$ cat src/rtl/tbc_pkg.sv
// Function
// - bounds ops check operand against both limits, signed or unsigned
// - bounds compare only sets flags; bounds check also traps on violation
// - conditional trap takes any flag predicate, traps only when it is true
// - conditional trap hands zero, one or two extension words to the handler
// - breakpoint runs acknowledge cycle with 3-bit id on address bits 4:2
// - after a proper acknowledge, core runs the received word instead
// - bus error pushes internal execution state onto the supervisor stack
// - after saving state, program counter loads from vector entry two
// - return restores state, reruns the faulted cycle if needed, continues
package tbc_pkg;

    localparam int          STATE_WORDS   = 4;
    localparam logic [7:0]  VEC_BUS_ERR   = 8'h02;
    localparam logic [7:0]  VEC_BOUNDS    = 8'h06;
    localparam logic [7:0]  VEC_CTRAP     = 8'h07;
    localparam logic [7:0]  VEC_ILLEGAL   = 8'h04;
    localparam logic [31:0] STACK_RESET   = 32'h0000_1000;
    localparam logic [31:0] VBR_RESET     = 32'h0000_0000;
    localparam logic [31:0] ACK_SPACE     = 32'hffff_0000;

    // operations handed in by the decoder
    typedef enum logic [2:0]
    {
        TBC_OP_NONE  = 3'b000,
        TBC_OP_BCMP  = 3'b001,
        TBC_OP_BCHK  = 3'b010,
        TBC_OP_CTRAP = 3'b011,
        TBC_OP_BREAKPOINT_INSTR  = 3'b100,
        TBC_OP_RET   = 3'b101
    } tbc_op_e;

    typedef enum logic [3:0]
    {
        TBC_IDLE   = 4'b0000,
        TBC_BKACK  = 4'b0001,
        TBC_PUSH   = 4'b0010,
        TBC_VREAD  = 4'b0011,
        TBC_POP    = 4'b0100,
        TBC_RERUN  = 4'b0101,
        TBC_DONE   = 4'b0110
    } tbc_state_e;

endpackage : tbc_pkg

$ cat src/rtl/tbc_cond_eval.sv
`timescale 1ns/1ps
`default_nettype none
// condition predicate and bounds compare, purely combinational
module tbc_cond_eval
(
    input  wire logic [3:0]  cond,
    input  wire logic [3:0]  flags,
    input  wire logic [31:0] operand,
    input  wire logic [31:0] lower,
    input  wire logic [31:0] upper,
    input  wire logic        is_signed,
    output logic             pred_true,
    output logic             out_of_range,
    output logic             on_limit
);
    // flags order n z v c
    wire n = flags[3];
    wire z = flags[2];
    wire v = flags[1];
    wire c = flags[0];
    logic [15:0] table_w;

    assign table_w = {(n ^ v) | z, ~(n ^ v) & ~z, n ^ v, ~(n ^ v), n, ~n,
                      v, ~v, z, ~z, c, ~c, c | z, ~c & ~z, 1'b0, 1'b1};
    assign pred_true = table_w[cond];

    // sign bit flipped turns a signed compare into an unsigned one
    wire [31:0] flip = {is_signed, 31'h0};
    wire [31:0] op_x = operand ^ flip;
    wire [31:0] lo_x = lower ^ flip;
    wire [31:0] hi_x = upper ^ flip;
    assign out_of_range = (op_x < lo_x) | (op_x > hi_x);
    assign on_limit     = (operand == lower) | (operand == upper);
endmodule : tbc_cond_eval
`default_nettype wire

$ cat src/rtl/tbc_unit.sv
`timescale 1ns/1ps
`default_nettype none
// exception side of the core: bounds, conditional traps, breakpoint
// acknowledge and bus-error continuation
module tbc_unit
(
    input  wire logic        sys_clk,
    input  wire logic        rst,
    input  wire logic        clk_en,
    input  wire logic        op_valid,
    input  wire logic [2:0]  op_code,
    input  wire logic [3:0]  op_cond,
    input  wire logic        op_signed,
    input  wire logic [1:0]  op_ext_count,
    input  wire logic [15:0] op_ext0,
    input  wire logic [15:0] op_ext1,
    input  wire logic [2:0]  op_breakpoint_instr_id,
    input  wire logic [31:0] op_operand,
    input  wire logic [31:0] op_lower,
    input  wire logic [31:0] op_upper,
    input  wire logic [3:0]  flags_in,
    input  wire logic [31:0] pc_in,
    input  wire logic [31:0] fault_addr,
    input  wire logic        fault_rerun,
    input  wire logic        bus_err,
    input  wire logic        bus_ack,
    input  wire logic [31:0] bus_rdata,
    output logic             op_ready,
    output logic             bus_req,
    output logic             bus_we,
    output logic             bus_breakpoint_instr_ack,
    output logic [31:0]      bus_addr,
    output logic [31:0]      bus_wdata,
    output logic             flags_we,
    output logic [3:0]       flags_out,
    output logic             trap_take,
    output logic [7:0]       trap_vector,
    output logic [31:0]      trap_info,
    output logic             subst_valid,
    output logic [15:0]      subst_word,
    output logic             pc_load,
    output logic [31:0]      pc_out,
    output logic             rerun_req,
    output logic [31:0]      rerun_addr,
    output logic             resume
);
    tbc_pkg::tbc_state_e state_r;
    tbc_pkg::tbc_state_e state_nxt;
    logic [31:0] sp_r;
    logic [1:0]  idx_r;
    logic [31:0] save_r [tbc_pkg::STATE_WORDS];
    logic        pred_w;
    logic        oor_w;
    logic        lim_w;

    tbc_cond_eval u_eval
    (
        .cond         (op_cond),
        .flags        (flags_in),
        .operand      (op_operand),
        .lower        (op_lower),
        .upper        (op_upper),
        .is_signed    (op_signed),
        .pred_true    (pred_w),
        .out_of_range (oor_w),
        .on_limit     (lim_w)
    );

    // decode of an accepted operation
    wire         idle_w   = (state_r == tbc_pkg::TBC_IDLE);
    wire         take_w   = clk_en & idle_w & op_valid & op_ready;
    wire         is_bnd   = (op_code == tbc_pkg::TBC_OP_BCMP)
                          | (op_code == tbc_pkg::TBC_OP_BCHK);
    wire         bnd_trap = (op_code == tbc_pkg::TBC_OP_BCHK) & oor_w;
    wire         ct_trap  = (op_code == tbc_pkg::TBC_OP_CTRAP) & pred_w;
    wire [3:0]   bnd_fl   = {flags_in[3], lim_w, flags_in[1], oor_w};
    wire [15:0]  ext1_w   = (op_ext_count == 2'd2) ? op_ext1 : 16'h0000;
    wire [15:0]  ext0_w   = (op_ext_count != 2'd0) ? op_ext0 : 16'h0000;
    wire [31:0]  info_w   = {ext1_w, ext0_w};
    wire         err_w    = bus_req & bus_err;
    wire         ack_w    = bus_req & bus_ack & ~bus_err;
    wire         last_w   = (idx_r == 2'(tbc_pkg::STATE_WORDS - 1));
    wire [31:0]  vec_addr = tbc_pkg::VBR_RESET
                          + {22'h0, tbc_pkg::VEC_BUS_ERR, 2'b00};
    wire [31:0]  push_sp  = sp_r - 32'h0000_0004;

    // words go out highest first, so the climbing pops land each word
    // back in its own slot; the first word bypasses the snapshot, which
    // is only being written at that same edge
    wire [1:0]   wr_idx   = ack_w ? ~2'(idx_r + 2'b01) : ~idx_r;
    wire [31:0]  wr_data  = (state_r == tbc_pkg::TBC_PUSH)
                          ? save_r[wr_idx] : {28'h0, flags_in};

    // state sequencing
    always_comb
    begin
        state_nxt = state_r;
        case (state_r)
            tbc_pkg::TBC_IDLE:
                if (take_w & (op_code == tbc_pkg::TBC_OP_BREAKPOINT_INSTR))
                    state_nxt = tbc_pkg::TBC_BKACK;
                else if (take_w & (op_code == tbc_pkg::TBC_OP_RET))
                    state_nxt = tbc_pkg::TBC_POP;
            tbc_pkg::TBC_BKACK:
                if (err_w)
                    state_nxt = tbc_pkg::TBC_IDLE; // no substitute: illegal trap
                else if (ack_w)
                    state_nxt = tbc_pkg::TBC_IDLE;
            tbc_pkg::TBC_PUSH:
                if (ack_w & last_w)
                    state_nxt = tbc_pkg::TBC_VREAD;
            tbc_pkg::TBC_VREAD:
                if (ack_w)
                    state_nxt = tbc_pkg::TBC_IDLE;
            tbc_pkg::TBC_POP:
                if (ack_w & last_w)
                    state_nxt = tbc_pkg::TBC_RERUN;
            tbc_pkg::TBC_RERUN:
                state_nxt = tbc_pkg::TBC_DONE;
            tbc_pkg::TBC_DONE:
                state_nxt = tbc_pkg::TBC_IDLE;
            default:
                state_nxt = tbc_pkg::TBC_IDLE;
        endcase
        // a bus error while idle, outside our own cycles, starts state saving
        if (idle_w & clk_en & bus_err & ~bus_req)
            state_nxt = tbc_pkg::TBC_PUSH;
    end

    always_ff @(posedge sys_clk)
    begin
        if (rst)
            state_r <= tbc_pkg::TBC_IDLE;
        else if (clk_en)
            state_r <= state_nxt;
    end

    // stack pointer and save words; the save array holds a snapshot
    always_ff @(posedge sys_clk)
    begin
        if (rst)
        begin
            sp_r  <= tbc_pkg::STACK_RESET;
            idx_r <= 2'b00;
        end
        else if (clk_en)
        begin
            if (state_r != state_nxt)
                idx_r <= 2'b00;
            else if (ack_w)
                idx_r <= idx_r + 2'b01;
            if (ack_w & (state_r == tbc_pkg::TBC_PUSH))
                sp_r <= push_sp;
            else if (ack_w & (state_r == tbc_pkg::TBC_POP))
                sp_r <= sp_r + 32'h0000_0004;
        end
    end

    // snapshot of the faulted context taken at the error
    always_ff @(posedge sys_clk)
    begin
        if (clk_en & idle_w & bus_err & ~bus_req)
        begin
            save_r[0] <= pc_in;
            save_r[1] <= fault_addr;
            save_r[2] <= {31'h0, fault_rerun};
            save_r[3] <= {28'h0, flags_in};
        end
        else if (clk_en & ack_w & (state_r == tbc_pkg::TBC_POP))
            save_r[idx_r] <= bus_rdata;
    end

    // bus request outputs, registered
    always_ff @(posedge sys_clk)
    begin
        if (rst)
        begin
            bus_req      <= 1'b0;
            bus_we       <= 1'b0;
            bus_breakpoint_instr_ack <= 1'b0;
            bus_addr     <= 32'h0000_0000;
            bus_wdata    <= 32'h0000_0000;
        end
        else if (clk_en)
        begin
            bus_req      <= (state_nxt == tbc_pkg::TBC_BKACK)
                          | (state_nxt == tbc_pkg::TBC_PUSH)
                          | (state_nxt == tbc_pkg::TBC_VREAD)
                          | (state_nxt == tbc_pkg::TBC_POP);
            bus_we       <= (state_nxt == tbc_pkg::TBC_PUSH);
            bus_breakpoint_instr_ack <= (state_nxt == tbc_pkg::TBC_BKACK);
            bus_wdata    <= wr_data;
            case (state_nxt)
                tbc_pkg::TBC_BKACK:
                    bus_addr <= tbc_pkg::ACK_SPACE
                              | {27'h0, op_breakpoint_instr_id, 2'b00};
                tbc_pkg::TBC_PUSH:
                    bus_addr <= (state_r == tbc_pkg::TBC_PUSH & ack_w)
                              ? push_sp - 32'h0000_0004 : push_sp;
                tbc_pkg::TBC_VREAD:
                    bus_addr <= vec_addr;
                tbc_pkg::TBC_POP:
                    bus_addr <= (ack_w) ? sp_r + 32'h0000_0004 : sp_r;
                default:
                    bus_addr <= 32'h0000_0000;
            endcase
        end
    end

    // results to the core, one-cycle pulses except op_ready
    always_ff @(posedge sys_clk)
    begin
        if (rst)
        begin
            op_ready    <= 1'b0;
            flags_we    <= 1'b0;
            flags_out   <= 4'h0;
            trap_take   <= 1'b0;
            trap_vector <= 8'h00;
            trap_info   <= 32'h0000_0000;
            subst_valid <= 1'b0;
            subst_word  <= 16'h0000;
            pc_load     <= 1'b0;
            pc_out      <= 32'h0000_0000;
            rerun_req   <= 1'b0;
            rerun_addr  <= 32'h0000_0000;
            resume      <= 1'b0;
        end
        else if (clk_en)
        begin
            op_ready    <= (state_nxt == tbc_pkg::TBC_IDLE) & ~take_w;
            flags_we    <= take_w & is_bnd;
            flags_out   <= bnd_fl;
            trap_take   <= (take_w & (bnd_trap | ct_trap))
                         | ((state_r == tbc_pkg::TBC_BKACK) & err_w);
            trap_vector <= (state_r == tbc_pkg::TBC_BKACK)
                         ? tbc_pkg::VEC_ILLEGAL
                         : (ct_trap ? tbc_pkg::VEC_CTRAP
                                    : tbc_pkg::VEC_BOUNDS);
            trap_info   <= info_w;
            subst_valid <= (state_r == tbc_pkg::TBC_BKACK) & ack_w;
            subst_word  <= bus_rdata[15:0];
            pc_load     <= (state_r == tbc_pkg::TBC_VREAD) & ack_w;
            pc_out      <= (state_r == tbc_pkg::TBC_VREAD)
                         ? bus_rdata : save_r[0];
            rerun_req   <= (state_r == tbc_pkg::TBC_RERUN)
                         & save_r[2][0];
            rerun_addr  <= save_r[1];
            resume      <= (state_r == tbc_pkg::TBC_DONE);
        end
    end
endmodule : tbc_unit
`default_nettype wire

$ cat config.mk
export PLATFORM = sky130hd
export DESIGN_NAME = tbc_unit
export DESIGN_NICKNAME = d
export VERILOG_FILES = /design/src/rtl/tbc_pkg.sv /design/src/rtl/tbc_cond_eval.sv /design/src/rtl/tbc_unit.sv
export SDC_FILE = /design/constraint.sdc
export NUM_CORES = 1
export LEC_CHECK = 0
export BUFFER_PORTS_ARGS = -buffer_cell sky130_fd_sc_hd__buf_2
export CORE_AREA = 2 2 263 265
export CTS_CLUSTER_DIAMETER = 120
export DETAILED_ROUTE_END_ITERATION = 7
export DIE_AREA = 0 0 265 267
export PLACE_DENSITY_LB_ADDON = 0.3
export SETUP_SLACK_MARGIN = 0.1
export SLEW_MARGIN = 20
export SYNTH_ARGS = -nofsm -noshare
export SYNTH_HDL_FRONTEND = slang
export SYNTH_SLANG_ARGS = --single-unit
$ cat constraint.sdc
create_clock -name sys_clk -period 10.2 [get_ports sys_clk]
set_input_delay 2.04 -clock sys_clk [delete_from_list [all_inputs] [get_ports sys_clk]]
set_output_delay 2.04 -clock sys_clk [all_outputs]
set_load 0.01 [all_outputs]
Yosys cells after proc, flatten, opt, wreduce, memory -nomap -nowiden

Memories as Yosys holds them, arrays and structs flattened. A register that Yosys moved wholly into a read port is not among the register bits.
Cells that the tools add are included.

Bits of input ports: 248
Register bits: 204
Bits in read-only memories: 0
Memory bits (writable): 128
Logic and storage cells: 138
Memories: 1
Output and inout bits: 198
Latch bits: 0

Memory list:

| memory | depth | width | rd ports | clocked after Yosys merged registers in | write ports | RTL line       | source |
|---|---|---|---|---|---|---|---|
| save_r | 4     | 32    | 4        | 1                                       | 4           | tbc_unit.sv:51 | `logic [31:0] save_r [tbc_pkg::STATE_WORDS];` |

Reduce and logical (&&, ||, !) cells: 8
Bitwise logic cells: 50
Shift-type cells: 0
Multipliers: 0
Add/sub/neg operators: 4
Mux-type cells: 32
Eq/ne operators: 20
Div/mod/pow operators: 0
Magnitude comparators: 3

Operators by type and width:

| cell                  | number |
|---|---|
| $mux 32               | 7 |
| $pmux 32 s4           | 1 |
| $xor 32x32->32        | 3 |
| $eq 32x32->1          | 2 |
| $sub 32x3->32 const B | 2 |
| $add 32x3->32 const B | 1 |
| $gt 32x32->1          | 1 |
| $lt 32x32->1          | 1 |
| $mux 16               | 2 |
| $reduce_or 32->1      | 1 |
| $mux 4                | 7 |
| $and 1x1->1           | 26 |
| $pmux 4 s6            | 1 |
| $eq 4x2->1 const B    | 4 |
| $eq 4x3->1 const B    | 4 |
| $mux 2                | 5 |
| $or 1x1->1            | 10 |
| $eq 4x1->1 const B    | 2 |
| $logic_not 4->1       | 2 |
| $mux 1                | 8 |
| $not 1->1             | 8 |
| $eq 3x2->1 const B    | 2 |
| $eq 3x3->1 const B    | 2 |
| $reduce_bool 2->1     | 3 |
| other kinds (9)       | 12 |

Depth between registers and ports, before layout

Depth in word-level cells: 13
Mapped depth: 13
Depth with buffers taken out: 10

Modules after synthesis

A second synthesis with hierarchy kept.

Cells, all modules: 1892
Area, all modules: 18751.7 um^2

Modules (own cells, without submodules):

| module        | area an instance (um^2) | cells each | seq. area each (um^2) | instances |
|---|---|---|---|---|
| tbc_unit      | 17002.6                 | 1638       | 8388.0                | 1 |
| tbc_cond_eval | 1749.2                  | 254        | 0.0                   | 1 |

Worst setup path before layout

No wires, ideal clock.

Path type: input to register
From: input port bus_err
To: memory save_r[1][0], enable pin
Library setup time: 0.466 ns
Path slack: 4.486 ns
Path buffers: 2
Stages: 6
Arrival: 5.249 ns
Required time: 9.734 ns
Path through: and3b_1 -> clkbuf_1 -> and3_1 -> buf_2 -> nand2_1 -> o21ai_0

RTL lines:

| what               | RTL line       | source |
|---|---|---|
| start: declaration | tbc_unit.sv:25 | `input wire logic bus_err,` |
| end: declaration   | tbc_unit.sv:51 |  |

Worst setup path after layout

From: input port clk_en
To: register bus_addr[31]

Longest elaborated chain between the ends: 10
Elaborated cells between the ends (all ways): 16
Those cells by class: eq/ne: 4; mux: 5; bitwise: 7

RTL lines:

| what                                     | RTL line                        | source |
|---|---|---|
| start: declaration                       | tbc_unit.sv:9                   | `input wire logic clk_en,` |
| $and 1x1->1                              | tbc_unit.sv:71, tbc_unit.sv:126 |  |
| $and 1x1->1 (2 in a row)                 | tbc_unit.sv:71                  | `wire take_w = clk_en & idle_w & op_valid & op_ready;` |
| $and 1x1->1                              | tbc_unit.sv:102                 | `else if (take_w & (op_code == tbc_pkg::TBC_OP_RET))` |
| $mux 4                                   | tbc_unit.sv:102                 |  |
| $mux 4                                   | tbc_unit.sv:100                 | `if (take_w & (op_code == tbc_pkg::TBC_OP_BREAKPOINT_INSTR))` |
| $pmux 4 s6                               | tbc_unit.sv:98                  | `case (state_r)` |
| $mux 4                                   | tbc_unit.sv:126                 | `if (idle_w & clk_en & bus_err & ~bus_req)` |
| $eq 4x3->1, or another cell as far along | tbc_unit.sv:193                 | `case (state_nxt)` |
| $pmux 32 s4                              | tbc_unit.sv:193                 |  |
| end signal: assignment                   | tbc_unit.sv:195                 | `bus_addr <= tbc_pkg::ACK_SPACE` |
| end signal: assignment                   | tbc_unit.sv:198                 | `bus_addr <= (state_r == tbc_pkg::TBC_PUSH & ack_w)` |
| end signal: assignment                   | tbc_unit.sv:201                 | `bus_addr <= vec_addr;` |
| end: declaration                         | tbc_unit.sv:32                  | `output logic [31:0] bus_addr,` |

Several ways; a longest one is shown, not always the timed one.
A chain may end at the register's enable or synchronous reset.

==> metrics.txt <==
# TYPE chip_impl_metric gauge
chip_impl_metric{name="clock_buffers_created_by_tritoncts",unit=""} 39
chip_impl_metric{name="worst_slew_margin_rel",unit="%"} 26.6
chip_impl_info{name="timing.hold.worst_endpoint",value="subst_valid"} 1
chip_impl_info{name="cp-startpoint",value="clk_en"} 1
chip_impl_metric{name="yosys_register_bits",unit=""} 355
chip_impl_metric{name="post_synth_xor_area_fraction",unit="%"} 4.22
chip_impl_info{name="highest_layer",value="met5"} 1
chip_impl_metric{name="vias_in_the_first_global_route",unit=""} 15803
chip_impl_metric{name="initial_antenna_violation_count",unit=""} 10
chip_impl_metric{name="grt_usage",unit="%"} 17.7
chip_impl_metric{name="wl_met1",unit="mm"} 27.0
chip_impl_info{name="cp_slowest_cell",value="sky130_fd_sc_hd__a31oi_4"} 1
chip_impl_metric{name="floorplan.initialDensity",unit="%"} 27.8
chip_impl_metric{name="grt_max_degree",unit=""} 85
chip_impl_metric{name="core",unit="sq um"} 68000
chip_impl_metric{name="route.vias.total",unit=""} 15972
chip_impl_info{name="synth_flop_cell",value="sky130_fd_sc_hd__dfxtp_1"} 1
chip_impl_metric{name="dieWidth",unit="um"} 265
chip_impl_metric{name="port-buffer-count",unit=""} 438
chip_impl_metric{name="die-area",unit="sq um"} 70800
chip_impl_info{name="critical_path.reg2reg.startpoint",value="state_r[1]"} 1
chip_impl_metric{name="final_min_period_over_clock_period",unit="%"} 50.3
chip_impl_metric{name="worst_slack_after_detailed_placement",unit="ns"} 4.49
chip_impl_metric{name="fp-row-count",unit=""} 96
chip_impl_metric{name="max_stage_delay",unit="ns"} 0.80
chip_impl_info{name="synth_area_leader_cell",value="sky130_fd_sc_hd__dfxtp_1"} 1
chip_impl_metric{name="detailedRoute.firstPassIterationCount",unit=""} 5
chip_impl_metric{name="clock_sink_total",unit=""} 355
chip_impl_metric{name="synthArstFlopShare",unit="%"} 0
chip_impl_info{name="ys_top_cells_by_area",value="sky130_fd_sc_hd__dfxtp_1, sky130_fd_sc_hd__edfxtp_1, sky130_fd_sc_hd__mux2i_1, sky130_fd_sc_hd__ha_1, sky130_fd_sc_hd__mux4_2"} 1
chip_impl_metric{name="postSynthCellCount",unit=""} 1857
chip_impl_metric{name="synth_fa_ha_area_share",unit="%"} 4.71
chip_impl_metric{name="worst_slew_pin_slew",unit="ns"} 1.09
chip_impl_info{name="cp_common_cell",value="sky130_fd_sc_hd__nor2_1"} 1
chip_impl_info{name="grt_setup_unrepaired",value="false"} 1
chip_impl_metric{name="clock_insertion_delay_worst_skew",unit="ns"} 0.58
chip_impl_metric{name="finalSetupViolCount",unit=""} 0
chip_impl_metric{name="final_cell_count_no_fill",unit=""} 3140
chip_impl_metric{name="total_leakage_power",unit="nW"} 9.55
chip_impl_metric{name="timing_max_transition_violations_final",unit=""} 0
chip_impl_metric{name="globalRoute.totalOverflow",unit=""} 0
chip_impl_metric{name="cts-htree-levels",unit=""} 2
chip_impl_info{name="min_path_type",value="reg -> reg"} 1
chip_impl_metric{name="report.final.hold_viol_count",unit=""} 0
chip_impl_info{name="endpoint_kind",value="register"} 1
chip_impl_metric{name="detail_routed_via_count_per_cell",unit=""} 5.09
chip_impl_metric{name="setup_tns",unit="ns"} 0
chip_impl_info{name="worst_hold_startpoint",value="subst_valid"} 1
chip_impl_metric{name="postRouteWirelength",unit="mm"} 64.8
chip_impl_metric{name="synth-edff-count",unit=""} 128
chip_impl_metric{name="synthDistinctLibCells",unit=""} 89
chip_impl_metric{name="max_fclk",unit="MHz"} 195
chip_impl_metric{name="n_fill_cell",unit=""} 6938
chip_impl_metric{name="mux_contribution_to_synthesized_area",unit="%"} 12.3
chip_impl_metric{name="postRouteAntennaNets",unit=""} 0
chip_impl_metric{name="synth_simple_gate_area_share",unit="%"} 15.8
chip_impl_metric{name="maxCapViolations",unit=""} 0
chip_impl_info{name="critical_path.cell_chain",value="buf_6 -> or4b_4 -> nor2_1 -> a41oi_1 -> nor2_1 -> nand4_1 -> buf_4 -> a31oi_4 -> nand2_4 -> o31ai_1"} 1
chip_impl_info{name="combinational_family_with_the_most_area_after_synthesis",value="simple AND/OR/NAND/NOR gates"} 1
chip_impl_metric{name="dp_hpwl",unit="mm"} 46.8
chip_impl_info{name="cts_tree",value="built"} 1
chip_impl_info{name="timing.critical_path.from_type",value="input pin"} 1
chip_impl_metric{name="final_core_utilization",unit="%"} 34.1
chip_impl_metric{name="placed_cells_incl_taps",unit=""} 3062
chip_impl_metric{name="cts_hold_fix_bufs",unit=""} 0
chip_impl_metric{name="cts_resized",unit=""} 0
chip_impl_metric{name="r2r.worst_path.cells",unit=""} 8
chip_impl_metric{name="drive_gt1_share",unit="%"} 28.9
chip_impl_metric{name="yosys.area.top_type_share",unit="%"} 24.1
chip_impl_metric{name="grt_pass1_wl",unit="mm"} 96.8
chip_impl_metric{name="critPathMaxFanout",unit=""} 84
chip_impl_metric{name="worst_setup_hold_path_clk_slew",unit="ns"} 0.06
chip_impl_metric{name="nNetsFinal",unit=""} 2541
chip_impl_metric{name="syn_area",unit="sq um"} 18900
chip_impl_metric{name="layout_setup_ws",unit="ns"} 5.07
chip_impl_metric{name="route.met2.wl",unit="mm"} 30.6
chip_impl_metric{name="clk_path_buf_depth",unit=""} 3
chip_impl_info{name="worstReg2RegEnd",value="bus_addr[26]"} 1
chip_impl_metric{name="synth-compound-area-share",unit="%"} 13.7
chip_impl_metric{name="seq_area_frac_synth",unit="%"} 44.4
chip_impl_metric{name="reg2reg_slack",unit="ns"} 6.12
chip_impl_metric{name="wl_per_cell",unit="um"} 20.6
chip_impl_metric{name="critPathRequiredTime",unit="ns"} 10.69
chip_impl_info{name="worst-setup-path-type",value="in -> reg"} 1
chip_impl_metric{name="syn-mean-instance-area",unit="sq um"} 10.2
chip_impl_metric{name="post-cts-setup-buffers",unit=""} 0
chip_impl_metric{name="finalClockSkew",unit="ns"} 0.0362
chip_impl_metric{name="cell_depth_of_the_worst_hold_path",unit=""} 2
chip_impl_metric{name="io_pins",unit=""} 446
chip_impl_metric{name="critPathArrivalTime",unit="ns"} 5.62
chip_impl_info{name="top_cells_by_count_synth",value="sky130_fd_sc_hd__dfxtp_1, sky130_fd_sc_hd__nor2_1, sky130_fd_sc_hd__edfxtp_1"} 1
chip_impl_metric{name="die_height",unit="um"} 267
chip_impl_metric{name="globalplace.congestion",unit=""} 0.929
chip_impl_info{name="clock-root-buffer",value="sky130_fd_sc_hd__clkbuf_16"} 1
chip_impl_metric{name="drc_errors_left",unit=""} 0
chip_impl_metric{name="vdd.ir_drop.worst",unit="V"} 0.0000999
chip_impl_metric{name="layout_min_cycle_time",unit="ns"} 5.13
chip_impl_metric{name="first_iter_violations",unit=""} 1287
chip_impl_metric{name="synth-warning-count",unit=""} 0
chip_impl_metric{name="synthToLayoutAreaGrowth",unit="%"} 22.8
chip_impl_info{name="yosysMostFrequentCell",value="sky130_fd_sc_hd__dfxtp_1"} 1
chip_impl_metric{name="route.met3.wl",unit="mm"} 5.22
chip_impl_metric{name="power_density",unit="nW/um^2"} 149
chip_impl_info{name="status",value="finished, final reports clean"} 1
-- kinds of logic (layout without fill, tap and decap cells) --
logic type	count (synthesis)	count (layout)
adders and majority gates	71	71
AOI/OAI and AO/OA	373	373
and+or+nand+nor	562	562
xor gates and xnor gates	91	91
muxes	185	185
buffers and inverters	219	607
DFF	355	355
other	1	14
-- cell type report --
cell class | instances | area (sq um) | share of cell area [%]
repair buffers | 457 | 2360 | 10.2
clock buffers | 53 | 1080 | 4.66
diodes | 7 | 17.5 | 0.0755
inverters | 80 | 300 | 1.29
clock inverters | 17 | 263 | 1.13
well taps | 882 | 1100 | 4.76
multi-input cells | 1289 | 9680 | 41.7
flip-flops and latches | 355 | 8390 | 36.2
-- where the power goes --
group / leakage [nW] / internal, mW / switching (mW)
sequential: 3.03 / 1.53 / 0.0360
clock: 0.649 / 0.883 / 0.624
combinational: 5.86 / 0.155 / 0.217
-- sequential cells by signal, indices dropped and copies added (netlist names), 2 cells and up --
signal       cells
save_r         128
bus_wdata       32
pc_out          32
rerun_addr      32
trap_info       32
bus_addr        30
sp_r            30
subst_word      16
flags_out        4
state_r          4
trap_vector      3
idx_r            2
-- through the flow --
stage	cell area (sq um)	total power [mW]	hold WS, ns
6_report	23200	3.45	0.465
3_3_place_gp	21800	1.96	0.450
4_1_cts	23100	3.48	0.471
2_1_floorplan	18900	1.79	0.463
3_5_place_dp	21800	1.97	0.456
5_1_grt	23200	3.57	0.484
-- routing by layer --
metal / global-route usage (%) / vias to the layer above
met1: 22.2 / 7811
met5: 0 / -
met3: 4.99 / 105
met2: 29.2 / 552
met4: 5.62 / 6
li1: - / 7498
-- worst max-delay path, delay by kind of cell --
kind / cells / cell delay, ns
AO/OA/AOI/OAI: 3 / 1.33
AND/OR/NAND/NOR: 5 / 1.36
buffers and inverters: 2 / 0.80
-- placed cells by master, fill, tap and decap left out, types with 69 or more instances in the layout --
cell and n:
sky130_fd_sc_hd__dfxtp_1 227, sky130_fd_sc_hd__mux2i_1 95, sky130_fd_sc_hd__a21oi_1 69, sky130_fd_sc_hd__a22o_1 70
sky130_fd_sc_hd__buf_2 436, sky130_fd_sc_hd__edfxtp_1 128, sky130_fd_sc_hd__nand2_1 69, sky130_fd_sc_hd__ha_1 71
sky130_fd_sc_hd__nor2_1 190, sky130_fd_sc_hd__inv_1 79
-- how the worst max path moves through the flow --
| stage | endpoint | cells past startpoint | slack [ns] |
|---|---|---|---|
| after floorplan | save_r[1][0] | 6 | 4.49 |
| after global placement | bus_addr[31] | 10 | 4.58 |
| after detailed placement | bus_addr[31] | 10 | 4.49 |
| after CTS | bus_addr[31] | 10 | 5.08 |
| after global routing | bus_addr[31] | 10 | 4.82 |
| final | bus_addr[31] | 10 | 5.07 |
No activity file was read; power rests on OpenSTA's default activity.
